$ cat config.mk
export PLATFORM = sky130hd
export DESIGN_NAME = sotp_ctrl
export DESIGN_NICKNAME = d
export VERILOG_FILES = /design/src/sotp_pkg.sv /design/src/sotp_ctrl.sv
export SDC_FILE = /design/constraint.sdc
export NUM_CORES = 1
export LEC_CHECK = 0
export ABC_AREA = 1
export ABC_CLOCK_PERIOD_IN_PS = 2870
export BUFFER_PORTS_ARGS = -buffer_cell sky130_fd_sc_hd__buf_4
export CORE_MARGIN = 2
export CORE_UTILIZATION = 40
export DETAILED_ROUTE_END_ITERATION = 10
export GPL_TIMING_DRIVEN = 0
export PLACE_DENSITY = 0.57
export RECOVER_POWER = 100
export SYNTH_ARGS = -nofsm -noshare
export SYNTH_HDL_FRONTEND = slang
export SYNTH_SLANG_ARGS = --single-unit
$ cat constraint.sdc
create_clock -name ref_clk_i -period 2.87 [get_ports ref_clk_i]
set_input_delay 0.287 -clock ref_clk_i [delete_from_list [all_inputs] [get_ports ref_clk_i]]
set_output_delay 0.287 -clock ref_clk_i [all_outputs]
set_load 0.1 [all_outputs]
$ cat src/sotp_pkg.sv
// Constants for the protected-region lock control block
// Assumes a single 125 MHz system clock domain
//
// Contract
// Opcode C1h leaves protected-region mode; accesses return to main array.
// Opcode B1h enters protected-region mode; read and program target region.
// Lock-register read 2Bh accepted anytime, even busy, repeating while clocked.
// Bit 0 is non-volatile factory lock flag, 1 when factory locked.
// Bit 1 is non-volatile customer lock flag, set by lock-register write. Code: rst_i clears it to 0.
// Lock-register write changes only bit 1.
// Once customer flag is 1, refuse flag change and region program/erase.
// Any lock, factory or customer, is permanent; region modification rejected. Code: rst_i clears the customer flag.
// Lock-register write 2Fh needs no preceding write enable.
// Lock-register write not ending on byte boundary is discarded.
// In protected-region mode, writes to main array are blocked.
// In region mode, ignore status writes one and two and lock write.
// Locked region accepts only read-type commands.
// Host programs region by enter, page program, then exit.
// Region holds 4K bits, separate from main array, for serial number.
// Addresses 000000-00000F serial field; 000010-0001FF general area.
// Host waits power-up write delay, 1 to 10 ms, before writes.
// Bits 7 to 2 reserved, read zero, writes ignored.
package sotp_pkg;
   // Opcodes
   localparam logic [7:0] OP_ENTER = 8'h00_B1;
   localparam logic [7:0] OP_EXIT = 8'h00_C1;
   localparam logic [7:0] OP_LOCK_RD = 8'h00_2B;
   localparam logic [7:0] OP_LOCK_WR = 8'h00_2F;
   localparam logic [7:0] OP_STAT1_WR = 8'h00_01;
   localparam logic [7:0] OP_STAT2_WR = 8'h00_31;
   localparam logic [7:0] OP_PAGE_PROG = 8'h00_02;
   localparam logic [7:0] OP_QUAD_PROG = 8'h00_32;
   localparam logic [7:0] OP_ERASE_4K = 8'h00_20;
   localparam logic [7:0] OP_ERASE_32K = 8'h00_52;
   localparam logic [7:0] OP_ERASE_64K = 8'h00_D8;
   localparam logic [7:0] OP_ERASE_CHIP = 8'h00_C7;
   // Lock register fields
   localparam int FACTORY_BIT = 0;
   localparam int CUSTOMER_BIT = 1;
   // Region map
   localparam logic [23:0] REGION_LAST = 24'h00_01FF;
   localparam logic [23:0] SERIAL_LAST = 24'h00_000F;
   localparam int REGION_BITS = 4096;
   // Power-up write delay
   localparam int CLK_MHZ = 125;
   localparam int PUW_MIN_MS = 1;
   localparam int PUW_MAX_MS = 10;
   localparam int PUW_CYCLES = PUW_MIN_MS * 1000 * CLK_MHZ;
   localparam int BYTE_BITS = 8;
endpackage

$ cat src/sotp_ctrl.sv
// Protected-region mode and lock-register control for a serial flash
// Assumes SPI pins are asynchronous and synchronised here; non-volatile
// storage is modelled by registers plus a factory strap caught after reset
`timescale 1ns/100ps
`default_nettype none
module sotp_ctrl #(
   parameter int PUW_CYC = sotp_pkg::PUW_CYCLES
) (
   // Clock and reset
   input wire logic ref_clk_i,
   input wire logic rst_i,
   // Serial pins
   input wire logic cs_n_i,
   input wire logic sck_i,
   input wire logic [3:0] dq_i,
   output logic so_o,
   output logic so_oe_o,
   // Mode and device state
   input wire logic quad_wire_command_mode_i,
   input wire logic busy_i,
   input wire logic factory_lock_strap_i,
   // Decoded command outputs to the array logic
   output logic region_mode_o,
   output logic [7:0] otp_lock_flags_o,
   output logic region_write_ok_o,
   output logic main_write_block_o,
   output logic write_reject_o,
   output logic serial_field_hit_o,
   output logic write_ready_o
);
   // ---------------------------------------------------------------
   // Input synchronisers
   // ---------------------------------------------------------------
   logic [5:0] sync1_q, sync2_q;
   logic cs_n_q, sck_q;
   always_ff @(posedge ref_clk_i) begin
      if (rst_i) begin
         // Idle levels: chip select high, clock and data low
         sync1_q <= 6'h00_20;
         sync2_q <= 6'h00_20;
         sck_q <= 1'b0;
      end else begin
         sync1_q <= {cs_n_i, sck_i, dq_i};
         sync2_q <= sync1_q;
         sck_q <= sync2_q[4];
      end
   end
   wire logic cs_n_s = sync2_q[5];
   wire logic sck_s = sync2_q[4];
   wire logic sck_rise = sck_s & ~sck_q;
   wire logic sck_fall = ~sck_s & sck_q;
   always_ff @(posedge ref_clk_i) begin
      if (rst_i) cs_n_q <= 1'b1;
      else cs_n_q <= cs_n_s;
   end
   wire logic frame_end = cs_n_s & ~cs_n_q;

   // ---------------------------------------------------------------
   // Shift in opcode, address and data
   // ---------------------------------------------------------------
   logic [7:0] shift_q, opcode_q, data_q;
   logic [3:0] bitcnt_q;
   logic [5:0] bytecnt_q;
   logic [23:0] addr_q;
   wire logic [3:0] step = quad_wire_command_mode_i ? 4'h0_4 : 4'h0_1;
   wire logic [7:0] shift_d = quad_wire_command_mode_i ? {shift_q[3:0], sync2_q[3:0]}
                                                      : {shift_q[6:0], sync2_q[0]};
   wire logic [3:0] bitcnt_nx = bitcnt_q + step;
   wire logic byte_done = sck_rise & ~cs_n_s & (bitcnt_nx == 4'(sotp_pkg::BYTE_BITS));
   always_ff @(posedge ref_clk_i) begin
      if (rst_i || cs_n_s) begin
         shift_q <= 8'h00_00;
         bitcnt_q <= 4'h0_0;
         bytecnt_q <= 6'h00_00;
      end else if (sck_rise) begin
         shift_q <= shift_d;
         bitcnt_q <= byte_done ? 4'h0_0 : bitcnt_nx;
         if (byte_done && bytecnt_q != 6'h00_3F) bytecnt_q <= bytecnt_q + 6'h00_01;
      end
   end
   always_ff @(posedge ref_clk_i) begin
      if (rst_i) begin
         opcode_q <= 8'h00_00;
         data_q <= 8'h00_00;
         addr_q <= 24'h00_0000;
      end else if (byte_done) begin
         if (bytecnt_q == 6'h00_00) opcode_q <= shift_d;
         else if (bytecnt_q < 6'h00_04) addr_q <= {addr_q[15:0], shift_d};
         data_q <= shift_d;
      end
   end

   // ---------------------------------------------------------------
   // Command classification
   // ---------------------------------------------------------------
   function automatic logic is_modify(input logic [7:0] op);
      is_modify = (op == sotp_pkg::OP_PAGE_PROG) || (op == sotp_pkg::OP_QUAD_PROG) ||
                  (op == sotp_pkg::OP_ERASE_4K) || (op == sotp_pkg::OP_ERASE_32K) ||
                  (op == sotp_pkg::OP_ERASE_64K) || (op == sotp_pkg::OP_ERASE_CHIP);
   endfunction

   // ---------------------------------------------------------------
   // Power-up write delay
   // ---------------------------------------------------------------
   localparam int PUW_W = $clog2(PUW_CYC + 1);
   logic [PUW_W-1:0] puw_q;
   logic ready_q;
   always_ff @(posedge ref_clk_i) begin
      if (rst_i) begin
         puw_q <= '0;
         ready_q <= 1'b0;
      end else if (!ready_q) begin
         puw_q <= puw_q + 1'b1;
         ready_q <= (puw_q == PUW_W'(PUW_CYC - 1));
      end
   end

   // ---------------------------------------------------------------
   // Mode, lock flags and write decisions
   // ---------------------------------------------------------------
   logic mode_q, factory_q, customer_q, strap_done_q;
   logic wr_ok_q, blk_q, rej_q, ser_q;
   wire logic locked = factory_q | customer_q;
   wire logic whole_bytes = (bitcnt_q == 4'h0_0);
   wire logic done = frame_end & (bytecnt_q != 6'h00_00);
   always_ff @(posedge ref_clk_i) begin
      if (rst_i) begin
         factory_q <= 1'b0;
         strap_done_q <= 1'b0;
      end else if (!strap_done_q) begin
         factory_q <= factory_lock_strap_i;
         strap_done_q <= 1'b1;
      end
   end
   always_ff @(posedge ref_clk_i) begin
      if (rst_i) begin
         mode_q <= 1'b0;
         customer_q <= 1'b0;
      end else if (done) begin
         if (opcode_q == sotp_pkg::OP_ENTER) mode_q <= 1'b1;
         if (opcode_q == sotp_pkg::OP_EXIT) mode_q <= 1'b0;
         // No write enable needed; only bit 1; ignored in region mode
         if (opcode_q == sotp_pkg::OP_LOCK_WR && !mode_q && whole_bytes && ready_q &&
             bytecnt_q == 6'h00_02 && !customer_q && data_q[sotp_pkg::CUSTOMER_BIT])
            customer_q <= 1'b1;
      end
   end
   always_ff @(posedge ref_clk_i) begin
      if (rst_i) begin
         wr_ok_q <= 1'b0;
         blk_q <= 1'b0;
         rej_q <= 1'b0;
         ser_q <= 1'b0;
      end else begin
         wr_ok_q <= done & mode_q & is_modify(opcode_q) & ~locked & ready_q &
                    (addr_q <= sotp_pkg::REGION_LAST);
         blk_q <= mode_q;
         rej_q <= done & mode_q & (is_modify(opcode_q) & locked |
                  opcode_q == sotp_pkg::OP_STAT1_WR | opcode_q == sotp_pkg::OP_STAT2_WR |
                  opcode_q == sotp_pkg::OP_LOCK_WR);
         ser_q <= mode_q & (addr_q <= sotp_pkg::SERIAL_LAST);
      end
   end

   // ---------------------------------------------------------------
   // Lock-register read out, any time, repeating
   // ---------------------------------------------------------------
   wire logic [7:0] flags = {6'h00_00, customer_q, factory_q};
   logic [7:0] out_q;
   logic so_q, oe_q;
   wire logic rd_active = ~cs_n_s & (opcode_q == sotp_pkg::OP_LOCK_RD) &
                          (bytecnt_q != 6'h00_00);
   always_ff @(posedge ref_clk_i) begin
      if (rst_i) begin
         out_q <= 8'h00_00;
         so_q <= 1'b0;
         oe_q <= 1'b0;
      end else begin
         oe_q <= rd_active;
         if (byte_done && (bytecnt_q == 6'h00_00 ? shift_d == sotp_pkg::OP_LOCK_RD : rd_active))
            out_q <= flags;
         else if (sck_fall && rd_active)
            out_q <= {out_q[6:0], 1'b0};
         if (sck_fall && rd_active) so_q <= out_q[7];
      end
   end

   assign so_o = so_q;
   assign so_oe_o = oe_q;
   assign region_mode_o = mode_q;
   assign otp_lock_flags_o = {6'h00_00, customer_q, factory_q};
   assign region_write_ok_o = wr_ok_q;
   assign main_write_block_o = blk_q;
   assign write_reject_o = rej_q;
   assign serial_field_hit_o = ser_q;
   assign write_ready_o = ready_q;

   // ---------------------------------------------------------------
   // Checks
   // ---------------------------------------------------------------
   AST_EXIT: assert property (@(posedge ref_clk_i) disable iff (rst_i)
      done && opcode_q == sotp_pkg::OP_EXIT |=> !mode_q)
      else $error("exit opcode did not leave region mode");

   AST_ENTER: assert property (@(posedge ref_clk_i) disable iff (rst_i)
      done && opcode_q == sotp_pkg::OP_ENTER |=> mode_q ##1 blk_q)
      else $error("enter opcode did not enter region mode");

   AST_MAIN_BLOCK: assert property (@(posedge ref_clk_i) disable iff (rst_i)
      mode_q ##1 mode_q |-> main_write_block_o)
      else $error("main array not blocked in region mode");

   AST_MAIN_FREE: assert property (@(posedge ref_clk_i) disable iff (rst_i)
      !mode_q ##1 !mode_q |-> !main_write_block_o)
      else $error("main array blocked outside region mode");

   // ---------------------------------------------------------------
   // Lock flag checks
   // ---------------------------------------------------------------
   AST_CUST_STICKY: assert property (@(posedge ref_clk_i) disable iff (rst_i)
      customer_q |=> customer_q)
      else $error("customer lock cleared");

   AST_LOCKWR_PARTIAL: assert property (@(posedge ref_clk_i) disable iff (rst_i)
      done && !whole_bytes && !customer_q |=> !customer_q)
      else $error("partial lock write executed");

   AST_REGION_IGNORE: assert property (@(posedge ref_clk_i) disable iff (rst_i)
      done && mode_q && opcode_q == sotp_pkg::OP_LOCK_WR |=> rej_q && $stable(customer_q))
      else $error("lock write not ignored in region mode");

   AST_RSVD_ZERO: assert property (@(posedge ref_clk_i) disable iff (rst_i)
      otp_lock_flags_o[7:2] == 6'h00_00)
      else $error("reserved lock bits nonzero");

   AST_FACTORY_CATCH: assert property (@(posedge ref_clk_i) disable iff (rst_i)
      !strap_done_q |=> factory_q == $past(factory_lock_strap_i))
      else $error("factory lock flag not taken from strap");

   AST_FACTORY_HOLD: assert property (@(posedge ref_clk_i) disable iff (rst_i)
      strap_done_q |=> $stable(factory_q))
      else $error("factory lock flag changed");

   AST_CUST_SET: assert property (@(posedge ref_clk_i) disable iff (rst_i)
      done && opcode_q == sotp_pkg::OP_LOCK_WR && !mode_q && whole_bytes && ready_q &&
      bytecnt_q == 6'h00_02 && data_q[sotp_pkg::CUSTOMER_BIT] |=> customer_q)
      else $error("lock write did not set customer lock");

   AST_CUST_RULES: assert property (@(posedge ref_clk_i) disable iff (rst_i)
      $rose(customer_q) |-> $past(whole_bytes) && !$past(mode_q) && $past(ready_q))
      else $error("customer lock set by a refused write");

   // ---------------------------------------------------------------
   // Write decision checks
   // ---------------------------------------------------------------
   AST_LOCKED_NO_WR: assert property (@(posedge ref_clk_i) disable iff (rst_i)
      $past(locked) |-> !wr_ok_q)
      else $error("locked region accepted a write");

   AST_REGION_WR_OK: assert property (@(posedge ref_clk_i) disable iff (rst_i)
      done && mode_q && is_modify(opcode_q) && !locked && ready_q &&
      addr_q <= sotp_pkg::REGION_LAST |=> region_write_ok_o)
      else $error("unlocked region write not permitted");

   AST_LOCKED_REJECT: assert property (@(posedge ref_clk_i) disable iff (rst_i)
      done && mode_q && is_modify(opcode_q) && locked |=> write_reject_o)
      else $error("write to locked region not rejected");

   AST_STATUS_IGNORE: assert property (@(posedge ref_clk_i) disable iff (rst_i)
      done && mode_q && (opcode_q == sotp_pkg::OP_STAT1_WR ||
      opcode_q == sotp_pkg::OP_STAT2_WR) |=> write_reject_o)
      else $error("status write not ignored in region mode");

   AST_REGION_RANGE: assert property (@(posedge ref_clk_i) disable iff (rst_i)
      region_write_ok_o |-> $past(mode_q) && $past(addr_q) <= sotp_pkg::REGION_LAST)
      else $error("region write outside region");

   AST_SERIAL_MAP: assert property (@(posedge ref_clk_i) disable iff (rst_i)
      serial_field_hit_o |-> $past(mode_q) && $past(addr_q) <= sotp_pkg::SERIAL_LAST)
      else $error("serial field hit outside serial field");

   // ---------------------------------------------------------------
   // Lock read out checks
   // ---------------------------------------------------------------
   AST_READ_OE: assert property (@(posedge ref_clk_i) disable iff (rst_i)
      rd_active |=> so_oe_o)
      else $error("lock read output not enabled");

   AST_READ_BUSY: assert property (@(posedge ref_clk_i) disable iff (rst_i)
      rd_active && busy_i |=> so_oe_o)
      else $error("lock read blocked while busy");

   AST_READ_SHIFT: assert property (@(posedge ref_clk_i) disable iff (rst_i)
      sck_fall && rd_active |=> so_o == $past(out_q[7]))
      else $error("lock read bit out of order");

   AST_READ_RELOAD: assert property (@(posedge ref_clk_i) disable iff (rst_i)
      byte_done && rd_active |=> out_q == $past(flags))
      else $error("lock read did not repeat the register");

   AST_OE_OFF: assert property (@(posedge ref_clk_i) disable iff (rst_i)
      cs_n_s |=> !so_oe_o)
      else $error("read output enabled while deselected");
endmodule // sotp_ctrl
`default_nettype wire

# [Yosys cells after proc, flatten, opt, wreduce, memory -nomap -nowiden]
# Index checks and enable logic that the tools add are counted.
[word_totals] romBits=0 wordCells=111 latchBits=0 memories=0 ram_bits=0 register_bits=101 in_bits=11
[op_classes] n_mul=0 shifts=0 n_eq_ne=17 addsub=3 div_mod_pow=0 bitwise=26 n_mux=10 reduce_logical=28 magnitude_cmp=3
[op_table] op="$eq 8x6->1 const B" count=6
[op_table] op="$eq 8x8->1 const B" count=4
[op_table] op="$le 24x4->1 const B" count=1
[op_table] op="$le 24x9->1 const B" count=1
[op_table] op="$add 17x1->17 const B" count=1
[op_table] op="$eq 17x17->1 const B" count=1
[op_table] op="$and 1x1->1" count=16
[op_table] op="$logic_and 1x1->1" count=9
[op_table] op="$eq 8x1->1 const B" count=1
[op_table] op="$eq 8x2->1 const B" count=1
[op_table] op="$eq 8x7->1 const B" count=1
[op_table] op="$mux 8" count=1
[op_table] op="$reduce_and 2->1" count=4
[op_table] op="$add 6x1->6 const B" count=1
[op_table] op="$eq 6x2->1 const B" count=1
[op_table] op="$logic_not 6->1" count=1
[op_table] op="$logic_or 1x1->1" count=6
[op_table] op="$lt 6x3->1 const B" count=1
[op_table] op="$ne 6x6->1 const B" count=1
[op_table] op="$not 1->1" count=6
[op_table] op="$reduce_bool 6->1" count=1
[op_table] op="$mux 1" count=5
[op_table] op="$add 4x3->4" count=1
[op_table] op="$eq 4x4->1 const B" count=1
[op_table] op="other kinds (9)" count=15

# [Logic depth before layout (Yosys ltp)]
# Gate-level depths: netlist of run 1.
[depth] depth_word=11 depth_mapped=15

# [Worst setup path after synthesis of run 1]
# Ideal clock, no wire load.
[synth_path] path_kind="input to register" startpoint="input quad_wire_command_mode_i" endpoint="register addr_q[21]" cell_stages=14 setup_ns=0.113 n_path_buf=4 path_slack_ns=0.728 t_arrival_ns=2.029 path_cell_list="buf_2 -> inv_1 -> ha_1 -> ha_1 -> inv_1 -> nand2_2 -> nor3_2 -> and2_1 -> buf_6 -> nand2_2 -> buf_6 -> buf_6 -> nor2_1 -> nor2_1"
[synth_via] elab_chain_len=5
[synth_lines] element="start: declaration" line_no="sotp_ctrl.sv:19" source="input wire logic quad_wire_command_mode_i,"
[synth_lines] element="$mux 3" line_no="sotp_ctrl.sv:65" source="wire logic [3:0] step = quad_wire_command_mode_i ? 4'h0_4 : 4'h0_1;"
[synth_lines] element="$add 4x3->4" line_no="sotp_ctrl.sv:68" source="wire logic [3:0] bitcnt_nx = bitcnt_q + step;"
[synth_lines] element="$eq 4x4->1" line_no="sotp_ctrl.sv:69" source="wire logic byte_done = sck_rise & ~cs_n_s & (bitcnt_nx == 4'(sotp_pkg::BYTE_BITS));"
[synth_lines] element="$and 1x1->1" line_no="sotp_ctrl.sv:69"
[synth_lines] element="$reduce_and 3->1 (no source line)"
[synth_lines] element="end signal: assignment" line_no="sotp_ctrl.sv:88" source="else if (bytecnt_q < 6'h00_04) addr_q <= {addr_q[15:0], shift_d};"
[synth_lines] element="end: declaration" line_no="sotp_ctrl.sv:64" source="logic [23:0] addr_q;"
# Every way passes these cells.
# A chain may end at the register's enable or synchronous reset.

# [Worst setup path after layout of run 1]
[layout_path] startpoint="input quad_wire_command_mode_i" endpoint="register opcode_q[6]"
[layout_via] elab_chain_len=5 word_cells_on_any_way=6
[layout_lines] element="$mux 3" line_no="sotp_ctrl.sv:65"
[layout_lines] element="$add 4x3->4" line_no="sotp_ctrl.sv:68"
[layout_lines] element="$eq 4x4->1" line_no="sotp_ctrl.sv:69"
[layout_lines] element="$and 1x1->1" line_no="sotp_ctrl.sv:69"
[layout_lines] element="$reduce_and 2->1 (no source line)"
[layout_lines] element="end signal: assignment" line_no="sotp_ctrl.sv:87" source="if (bytecnt_q == 6'h00_00) opcode_q <= shift_d;"
[layout_lines] element="end: declaration" line_no="sotp_ctrl.sv:61" source="logic [7:0] shift_q, opcode_q, data_q;"
# Parallel ways exist; a longest one is shown, timed or not.

==> run_results.csv, run 1 <==
group,metric,value,unit
run_status,status,"finished clean",
cells_and_area,drive_gt1_frac,0.0628,
place,dpl.cell_count,793,
critical_path,cpPeakStageDelay,290,ps
timing,slew_headroom,0.228,
logic_synthesis,syn_inst,630,
logic_synthesis,ys_warn_count,0,
logic_synthesis,syn_area_per_cell,7.05,um^2
cells_and_area,syn2layout_area_growth,10.3,%
clock_network,cts_setup_buffers,0,
timing,fin_crit_sh,0.794,
clock_network,cts_buffer_depth,2,
critical_path,timing.rr.end,"opcode_q[6]",
route,drcViolationCount,0,
place,dpl.hpwl,7.17,mm
timing,fin_skew,9.71,ps
logic_synthesis,synth_cell_types,34,
clock_network,h-tree-depth,3,
clock_network,cts_tree,"done",
critical_path,path_cells,"buf_4 > buf_2 > inv_1 > ha_1 > ha_1 > inv_1 > nand2_2 > nor3_1 > and2_0 > buf_6 > nand2_1 > buf_2 > o21ai_0 > a21oi_1",
clock_network,path_clk_slew,100,ps
logic_synthesis,yosysSeqAreaShare,0.451,
cells_and_area,final-seq-area,2000,um^2
hold_path,hold-path-cell-count,2,
power_and_ir_drop,power,2.46,mW
logic_synthesis,ys_ff_latch,100,
critical_path,ff2ff_path_depth,10,
clock_network,cts-root-buf,"clkbuf_8",
clock_network,cts_resized,0,
logic_synthesis,ys.flop_type,"dfxtp_1",
flow_run,drv_cap,0,
power_and_ir_drop,pwr-share-seq,0.573,
die,die_y,109,um
timing,rsz0062_at_grt,"no",
timing,fin_crit,2280,ps
timing,whs,91.7,ps
critical_path,critPathKind,"input pin to register",
power_and_ir_drop,pwr-share-clk,0.372,
logic_synthesis,syn_area,4440,um^2
route,drt-initial-drc-count,188,
critical_path,rrSetupSlack,640,ps
place,placed_area,4770,um^2
die,start_util,0.410,
power_and_ir_drop,peakVddDrop,204,uV
cells_and_area,diodes,0,
timing,tightest_slew,1160,ps
cells_and_area,multiInputGateArea,1900,um^2
grt,grtUsageTotal,0.175,
hold_path,whs_endpoint,"sync1_q[5]",
logic_synthesis,synth-async-reset-ratio,0,
route,routed_via_density,4.74,
clock_network,cts_hold_buf,0,
hold_path,holdCritStartpoint,"cs_n_i",
critical_path,crit_path_max_fanout,10,
place,place_congestion,0.856,
cells_and_area,nets,682,
route,drt.antenna.violating_nets,0,
cells_and_area,fin_cells,809,
die,die_area,12000,um^2
die,io_pins,27,
critical_path,worst_setup_path_start_kind,"input pin",
power_and_ir_drop,pwr-share-comb,0.055,
die,fp.coreArea,10800,um^2
power_and_ir_drop,switching_share,0.250,
critical_path,worst_setup_path_end_kind,"register",
timing,setup_viol,0,
die,num_rows,38,
route,wirelength,9.59,mm
die,fp.dieW,109,um
critical_path,reg2reg_from,"sync2_q[4]",
timing,fin_setup_tns,0,ps
critical_path,critPathRequiredTime,3130,ps
cells_and_area,fin_area,4900,um^2
logic_synthesis,synth_edf_count,0,
grt,grt_max_degree,18,
clock_network,clk_latency,370,ps
critical_path,critical_path_arrival,2540,ps
power_and_ir_drop,p_switching,0.614,mW
clock_network,cts_buffers,9,
timing,slew_viol_final,0,
power_and_ir_drop,p_int,1.85,mW
route,via_count,3834,
power_and_ir_drop,cellLeakagePower,2.19,nW
timing,fmax,0.439,GHz
critical_path,crit_family,"buffers and inverters",
route,routedWlPerCell,11.8,um
grt,grt_antenna_before_repair,0,
grt,gr-total-overflow,0,
timing,hold_violations,0,
clock_network,clkSinkCount,100,
hold_path,min_path_type,"input pin to register",
critical_path,crit_buf_inv,6,
power_and_ir_drop,powerDensity,502,nW/um^2
grt,grt_pass1_vias,3511,
cells_and_area,fillCellCount,1181,
grt,grt_pass1_wl,16.2,mm
place,port_buffers,18,
critical_path,cp_slowest_cell,"ha_1",
route,dr.pass1.iters,4,
[power by group through the flow]
stage	clock network (mW)	logic, mW	registers, mW
final	0.914	0.135	1.41
after global routing	1.00	0.150	1.41
after CTS	0.951	0.139	1.41
after detailed placement	0	0.138	1.44
after global placement	0	0.137	1.44
after floorplan	0	0.106	1.44
[stage by stage]
stage	setup WS [ps]	util
2_1_floorplan	728	-
3_3_place_gp	343	0.440
3_5_place_dp	347	0.440
4_1_cts	756	0.458
5_1_grt	280	0.452
6_report	591	0.452
[kinds of logic (layout without fill, tap and decap cells)]
| logic type | after synthesis | count (layout) | synth area share |
|---|---|---|---|
| adder cells (fa/ha/maj) | 7 | 7 | 0.0197 |
| AO/OA/AOI/OAI | 98 | 98 | 0.115 |
| XOR/XNOR | 4 | 4 | 0.00789 |
| AND/OR/NAND/NOR | 296 | 296 | 0.286 |
| buffers and inverters | 124 | 158 | 0.120 |
| flip-flops | 100 | 100 | 0.451 |
| other | 1 | 6 | 0.000844 |
[routing by layer]
layer	global-route usage	routed length, um
met4	0.0732	186
met5	0	0
met3	0.0320	309
met1	0.232	4700
met2	0.281	4390
[flip-flops by register name, summed over array words and instances (netlist names), 4 cells and up]
register   count
addr_q        24
bitcnt_q       4
bytecnt_q      6
opcode_q       8
out_q          8
puw_q         17
shift_q        7
sync1_q        6
sync2_q        6
[layout by cell type (no fill, tap or decap), types with 2 or more instances in the layout]
master,instances
a211oi_1,2
a21oi_1,49
a31oi_1,3
buf_2,4
buf_4,16
buf_6,4
clkbuf_1,22
clkbuf_8,9
clkinvlp_4,3
conb_1,6
dfxtp_1,100
ha_1,7
inv_1,97
inv_6,2
nand2_1,131
nand3_1,27
nand3b_1,2
nand4_1,15
nor2_1,94
nor3_1,15
nor4_1,5
o211a_1,2
o21ai_0,41
or2_2,2
xor2_1,3
[Yosys cell counts, drive strengths merged, types with 2 or more instances]
master | count | area share
buf | 18 | 0.030
or2 | 3 | 0.0042
xor2 | 3 | 0.0059
nand2 | 132 | 0.11
nand3 | 27 | 0.030
nand4 | 15 | 0.021
nor4 | 5 | 0.0070
inv | 97 | 0.082
nand3b | 2 | 0.0034
a21oi | 49 | 0.055
dfxtp | 100 | 0.45
a211oi | 2 | 0.0034
a31oi | 3 | 0.0042
clkbuf | 9 | 0.0076
o21ai | 41 | 0.046
o211a | 2 | 0.0045
nor2 | 94 | 0.084
nor3 | 15 | 0.018
ha | 7 | 0.020
[layout make-up]
type,instances,area share
Sequential cell,100,0.409
Timing Repair Buffer,18,0.0199
Tap cell,140,0.0358
Inverter,97,0.0743
Clock buffer,10,0.0260
Buffer,27,0.0340
Clock inverter,6,0.0143
Multi-Input combinational cell,411,0.387
[worst max path at each step]
| stage | cells past startpoint | slack [ps] | end | start |
|---|---|---|---|---|
| global route | 10 | 280 | opcode_q[6] | sync2_q[4] |
| finish | 14 | 590 | opcode_q[6] | quad_wire_command_mode_i |
| floorplan | 14 | 730 | addr_q[21] | quad_wire_command_mode_i |
| CTS | 15 | 760 | addr_q[12] | quad_wire_command_mode_i |
| global placement | 15 | 340 | addr_q[12] | quad_wire_command_mode_i |
| detailed placement | 15 | 350 | addr_q[12] | quad_wire_command_mode_i |
Power figures use the tool's default switching activity.
==> inputs of run 2 (changes only) <==
ABC_AREA = 0   (was 1)
ABC_CLOCK_PERIOD_IN_PS = 2340   (was 2870)
clock period = 2.34 ns   (was 2.87 ns; I/O delays follow)
==> run 2 against run 1 <==
  * Largest cell class is now multi-input combinational cells
  * Die area shrank 4.5%
  * Global-route usage decreased by 1.1 points
  * Worst setup slack worse by 460 ps
  * Critical endpoint is now addr_q[16]
==> run_results.csv, run 2 <==
group,metric,value,unit
die,start_util,0.412,
power_and_ir_drop,peakVddDrop,420,uV
critical_path,reg2reg_from,"bitcnt_q[2]",
grt,grtUsageTotal,0.164,
critical_path,crit_path_max_fanout,10,
route,dr.pass1.iters,5,
critical_path,worst_setup_path_end_kind,"register",
logic_synthesis,ys.flop_type,"dfxtp_1",
logic_synthesis,synthTopCellsByArea,"dfxtp_1 (47%), mux2i_1 (8.8%), nor2_1 (7.1%), a211oi_1 (4.6%), xnor2_1 (2.7%)",
route,routed_via_density,4.99,
logic_synthesis,synth_top_family_by_area,"simple AND/OR/NAND/NOR gates",
hold_path,whs_endpoint,"sync1_q[5]",
cells_and_area,syn2layout_area_growth,15.1,%
clock_network,h-tree-depth,3,
route,wirelength,8.54,mm
die,die_y,107,um
timing,fin_skew,11.7,ps
cells_and_area,largestRegisters,"addr_q x24, puw_q x17",
place,place_congestion,0.794,
critical_path,ff2ff_path_depth,8,
critical_path,critical_path_arrival,2440,ps
cells_and_area,largest_reg_flops,24,
timing,fin_crit_sh,0.943,
cells_and_area,final_common_cell,"dfxtp_1",
cells_and_area,nets,501,
power_and_ir_drop,switching_share,0.228,
timing,fin_crit,2210,ps
logic_synthesis,synth_cell_types,58,
route,routedWlPerCell,13.7,um
timing,fin_setup_tns,0,ps
critical_path,timing.rr.end,"addr_q[16]",
power_and_ir_drop,powerDensity,645,nW/um^2
grt,grt_max_degree,17,
logic_synthesis,ys_warn_count,0,
clock_network,clkSinkCount,100,
timing,setup_viol,0,
power_and_ir_drop,pwr-share-seq,0.551,
logic_synthesis,synthXorXnorAreaFrac,0.0455,
critical_path,critPathKind,"register to register",
grt,gr-total-overflow,0,
clock_network,clk_latency,370,ps
critical_path,worst_setup_path_start_kind,"register",
die,num_rows,37,
hold_path,hold-path-cell-count,2,
route,drt.antenna.violating_nets,0,
logic_synthesis,syn_area_per_cell,9.53,um^2
logic_synthesis,synth_common_cells,"dfxtp_1 (100), nor2_1 (80), mux2i_1 (37)",
logic_synthesis,syn_inst,444,
die,die_area,11400,um^2
clock_network,cts-root-buf,"clkbuf_8",
clock_network,cts_tree,"done",
logic_synthesis,synth_fa_ha_area_frac,0.0207,
logic_synthesis,yosys.area.top_type,"dfxtp_1",
cells_and_area,drive_gt1_frac,0.145,
timing,hold_violations,0,
route,drcViolationCount,0,
clock_network,cts_buffer_depth,2,
die,fp.coreArea,10300,um^2
route,drt-initial-drc-count,135,
grt,grt_antenna_before_repair,0,
power_and_ir_drop,pwr-share-clk,0.401,
cells_and_area,fillCellCount,1009,
flow_run,drv_cap,0,
power_and_ir_drop,p_int,2.43,mW
power_and_ir_drop,pwr-share-comb,0.049,
logic_synthesis,synth_edf_count,0,
clock_network,cts_buffers,9,
timing,fmax,0.453,GHz
logic_synthesis,yosysTopAreaCellShare,0.473,
cells_and_area,diodes,0,
die,fp.dieW,107,um
cells_and_area,layout_common_cells,"dfxtp_1 (100), nor2_1 (80), mux2i_1 (36)",
place,dpl.hpwl,6.00,mm
timing,tightest_slew,1180,ps
timing,slew_viol_final,0,
logic_synthesis,synth-compound-area-share,0.0931,
logic_synthesis,synthMuxAreaShare,0.0875,
grt,grt_pass1_vias,2921,
hold_path,holdCritStartpoint,"cs_n_i",
logic_synthesis,synth_most_common_cell,"dfxtp_1",
grt,grt_pass1_wl,14.8,mm
logic_synthesis,yosys.area_share.simple,0.231,
timing,slew_headroom,0.219,
logic_synthesis,ys_ff_latch,100,
power_and_ir_drop,cellLeakagePower,1.76,nW
place,port_buffers,18,
cells_and_area,regMostFlops,"addr_q",
die,io_pins,27,
power_and_ir_drop,p_switching,0.715,mW
critical_path,rrSetupSlack,130,ps
logic_synthesis,syn_area,4230,um^2
clock_network,path_clk_slew,100,ps
timing,whs,48.3,ps
logic_synthesis,yosysSeqAreaShare,0.473,
critical_path,critPathRequiredTime,2580,ps
hold_path,min_path_type,"input pin to register",
run_status,status,"finished clean",
logic_synthesis,synth-async-reset-ratio,0,
route,via_count,3111,
run 2: area by class of cell:
| class | count | area, um^2 | share of cell area |
|---|---|---|---|
| clock inverter | 5 | 81.3 | 0.0167 |
| timing repair buffer | 23 | 138 | 0.0283 |
| tap | 136 | 170 | 0.0350 |
| multi-input combinational | 310 | 2100 | 0.432 |
| buffer | 30 | 189 | 0.0388 |
| sequential | 100 | 2000 | 0.411 |
| clock buffer | 11 | 151 | 0.0311 |
| inverter | 9 | 33.8 | 0.00694 |
run 2: routing by layer:
layer | GRT usage | routed length, um | vias to the layer above
li1 | - | - | 1620
met1 | 0.228 | 4260 | 1446
met2 | 0.250 | 3860 | 37
met3 | 0.0444 | 310 | 8
met4 | 0.0473 | 104 | 0
met5 | 0 | 0 | -
run 2: logic make-up after synthesis:
logic type / after synthesis
adders and majority gates: 7
and+or+nand+nor: 184
buffers and inverters: 39
other: 1
DFF: 100
xor gates and xnor gates: 22
AOI/OAI and AO/OA: 54
muxes: 37
run 2: through the flow:
| stage | util | total power, mW | cells | worst slack [ps] | cell area (um^2) |
|---|---|---|---|---|---|
| finish | 0.474 | 3.14 | 624 | 132 | 4870 |
| global route | 0.474 | 3.27 | 624 | -26.1 | 4870 |
| CTS | 0.471 | 3.18 | 623 | 43.0 | 4840 |
| detailed placement | 0.445 | 1.92 | 603 | -530 | 4570 |
| global placement | 0.445 | 1.92 | 603 | -515 | 4570 |
| floorplan | - | 1.88 | 449 | 14.4 | 4260 |
run 2: worst max path at each step:
stage / slack (ps) / to / startpoint / cells after the start
CTS: 40 / addr_q[18] / bitcnt_q[0] / 9
finish: 130 / addr_q[16] / bitcnt_q[2] / 8
global route: -30 / addr_q[21] / bitcnt_q[2] / 8
floorplan: 10 / addr_q[17] / quad_wire_command_mode_i / 10
detailed placement: -530 / addr_q[21] / quad_wire_command_mode_i / 11
global placement: -510 / addr_q[19] / quad_wire_command_mode_i / 11
run 2: repair_timing:
action	4_1_cts	5_1_grt
cloned	0	0
hold buffers	0	0
pin swaps	2	2
resized for setup	2	10
endpoints found under the setup margin	26	40
setup buffers	4	1
run 2: worst max-delay path, cell delays in order (launching register included):
cell and delay [ps]:
dfxtp_1 340, ha_1 340, a31oi_2 320, xor2_4 200, nor4_4 270, buf_4 190
buf_8 160, mux2i_2 210, nor2_1 50
run 2: power by group through the flow:
| stage | logic (mW) | registers (mW) | clock network [mW] |
|---|---|---|---|
| after global placement | 0.148 | 1.77 | 0 |
| after detailed placement | 0.149 | 1.77 | 0 |
| final | 0.152 | 1.73 | 1.26 |
| after global routing | 0.166 | 1.73 | 1.37 |
| after floorplan | 0.117 | 1.77 | 0 |
| after CTS | 0.150 | 1.73 | 1.30 |
==> inputs of run 3 (changes only) <==
REMOVE_ABC_BUFFERS = 1   (was default)
==> run 3 against run 2 <==
  * Die area unchanged
  * Sequential share of layout area grew 1.7 points
  * Critical path depth unchanged
  * Final cell count fell by 4.5%
  * Non-clock buffer count fell by 28
  * Global-route usage fell by 2.2 points
  * Clock-buffer cell count is 1 lower
==> run_results.csv, run 3 (same netlist as run 2, synthesis figures left out) <==
group,metric,value,unit
run_status,status,"finished clean",
route,drt-initial-drc-count,119,
timing,fmax,0.447,GHz
clock_network,path_clk_slew,100,ps
cells_and_area,largest_reg_flops,24,
critical_path,cp_slowest_cell,"dfxtp_1",
power_and_ir_drop,cellLeakagePower,1.63,nW
grt,grt_max_degree,74,
route,wirelength,7.69,mm
timing,slew_viol_final,0,
route,routed_via_density,4.99,
grt,gr-total-overflow,0,
power_and_ir_drop,powerDensity,619,nW/um^2
critical_path,endpoint,"addr_q[16]",
die,num_rows,37,
cells_and_area,layout_common_cells,"dfxtp_1 (100), nor2_1 (80), mux2i_1 (37)",
route,via_count,2974,
cells_and_area,regMostFlops,"addr_q",
cells_and_area,final_common_cell,"dfxtp_1",
timing,hold_violations,0,
critical_path,critPathRequiredTime,2570,ps
critical_path,critPathKind,"register to register",
clock_network,cts-root-buf,"clkbuf_8",
hold_path,min_path_type,"input pin to register",
timing,whs,65.8,ps
timing,fin_skew,16.2,ps
route,dr.pass1.iters,4,
cells_and_area,fin_area,4680,um^2
place,placed_area,4410,um^2
clock_network,cts_tree,"done",
critical_path,critical_path_arrival,2460,ps
critical_path,worst_setup_path_end_kind,"register",
grt,grt_pass1_vias,2657,
cells_and_area,nets,473,
critical_path,reg2reg_from,"bitcnt_q[2]",
route,routedWlPerCell,12.9,um
die,die_y,107,um
clock_network,clk_latency,360,ps
cells_and_area,drive_gt1_frac,0.117,
die,die_area,11400,um^2
cells_and_area,largestRegisters,"addr_q x24, puw_q x17",
power_and_ir_drop,peakVddDrop,418,uV
timing,fin_setup_tns,0,ps
critical_path,path_cells,"ha_1 > a31oi_2 > xor2_4 > nor4_4 > buf_4 > buf_6 > mux2i_1 > nor2_1",
grt,grt_antenna_before_repair,0,
clock_network,h-tree-depth,3,
critical_path,cp-startpoint,"bitcnt_q[2]",
critical_path,worst_setup_path_start_kind,"register",
clock_network,cts_buffer_depth,2,
die,fp.dieW,107,um
grt,grtUsageTotal,0.142,
cells_and_area,syn2layout_area_growth,10.5,%
die,io_pins,27,
grt,grt_pass1_wl,12.9,mm
critical_path,rrSetupSlack,100,ps
critical_path,cpPeakStageDelay,340,ps
flow_run,drv_cap,0,
die,fp.coreArea,10300,um^2
cells_and_area,diodes,0,
place,place_congestion,0.823,
timing,fin_crit_sh,0.956,
critical_path,ff2ff_path_depth,8,
power_and_ir_drop,power,2.89,mW
critical_path,timing.rr.end,"addr_q[16]",
clock_network,cts_buffers,9,
critical_path,crit_path_max_fanout,12,
timing,worst_slack,104,ps
timing,fin_crit,2240,ps
route,drt.antenna.violating_nets,0,
die,start_util,0.412,
timing,slew_headroom,0.225,
place,pre_cts_ws,-593,ps
timing,tightest_slew,1170,ps
route,drcViolationCount,0,
place,port_buffers,19,
place,dpl.hpwl,5.20,mm
clock_network,clkSinkCount,100,
cells_and_area,fillCellCount,1021,
timing,setup_viol,0,
-- run 3: layer usage --
layer,track usage,part of all wire,vias up
met1,0.208,0.52,1369
li1,-,-,1559
met5,0,0,-
met3,0.0243,0.024,8
met2,0.205,0.44,38
met4,0.0584,0.014,0
-- run 3: layout make-up --
class | instances | area [um^2] | share of cell area
Tap cell | 136 | 170 | 0.0364
Clock inverter | 6 | 45.0 | 0.00963
Inverter | 9 | 33.8 | 0.00722
Clock buffer | 10 | 138 | 0.0294
Multi-Input combinational cell | 310 | 2110 | 0.452
Timing Repair Buffer | 25 | 175 | 0.0375
Sequential cell | 100 | 2000 | 0.428
-- run 3: worst min-delay path by stage --
stage / startpoint / endpoint / cells after the start
floorplan: rst_i / out_q[1] / 1
global placement: sync1_q[5] / sync2_q[5] / 1
detailed placement: sync1_q[5] / sync2_q[5] / 1
CTS: cs_n_i / sync1_q[5] / 2
global route: cs_n_i / sync1_q[5] / 2
finish: cs_n_i / sync1_q[5] / 2
-- run 3: stage by stage --
step | cells | util
2_1_floorplan | 419 | -
3_3_place_gp | 574 | 0.427
3_5_place_dp | 576 | 0.430
4_1_cts | 595 | 0.451
5_1_grt | 596 | 0.455
6_report | 596 | 0.455
-- run 3: power by group --
part	switching, mW	leakage [nW]	internal [mW]	total (mW)
sequential	0.0119	0.809	1.72	1.73
clock	0.607	0.0906	0.424	1.03
combinational	0.0993	0.733	0.0329	0.132
total	0.718	1.63	2.17	2.89
-- run 3: critical path: cells and delay by family (launching register included) --
family                     cells  cell delay (ps)
AOI/OAI and AO/OA              1              330
xor gates and xnor gates       1              200
adders and majority gates      1              340
buffers and inverters          2              350
DFF                            1              340
muxes                          1              220
and+or+nand+nor                2              340
-- run 3: what timing repair did --
| item | 4_1_cts | 5_1_grt |
|---|---|---|
| pin swaps | 3 | 2 |
| cloned | 0 | 0 |
| hold buffers | 0 | 0 |
| resized for setup | 3 | 9 |
| endpoints found under the setup margin | 47 | 42 |
| buffers inserted | 3 | 1 |
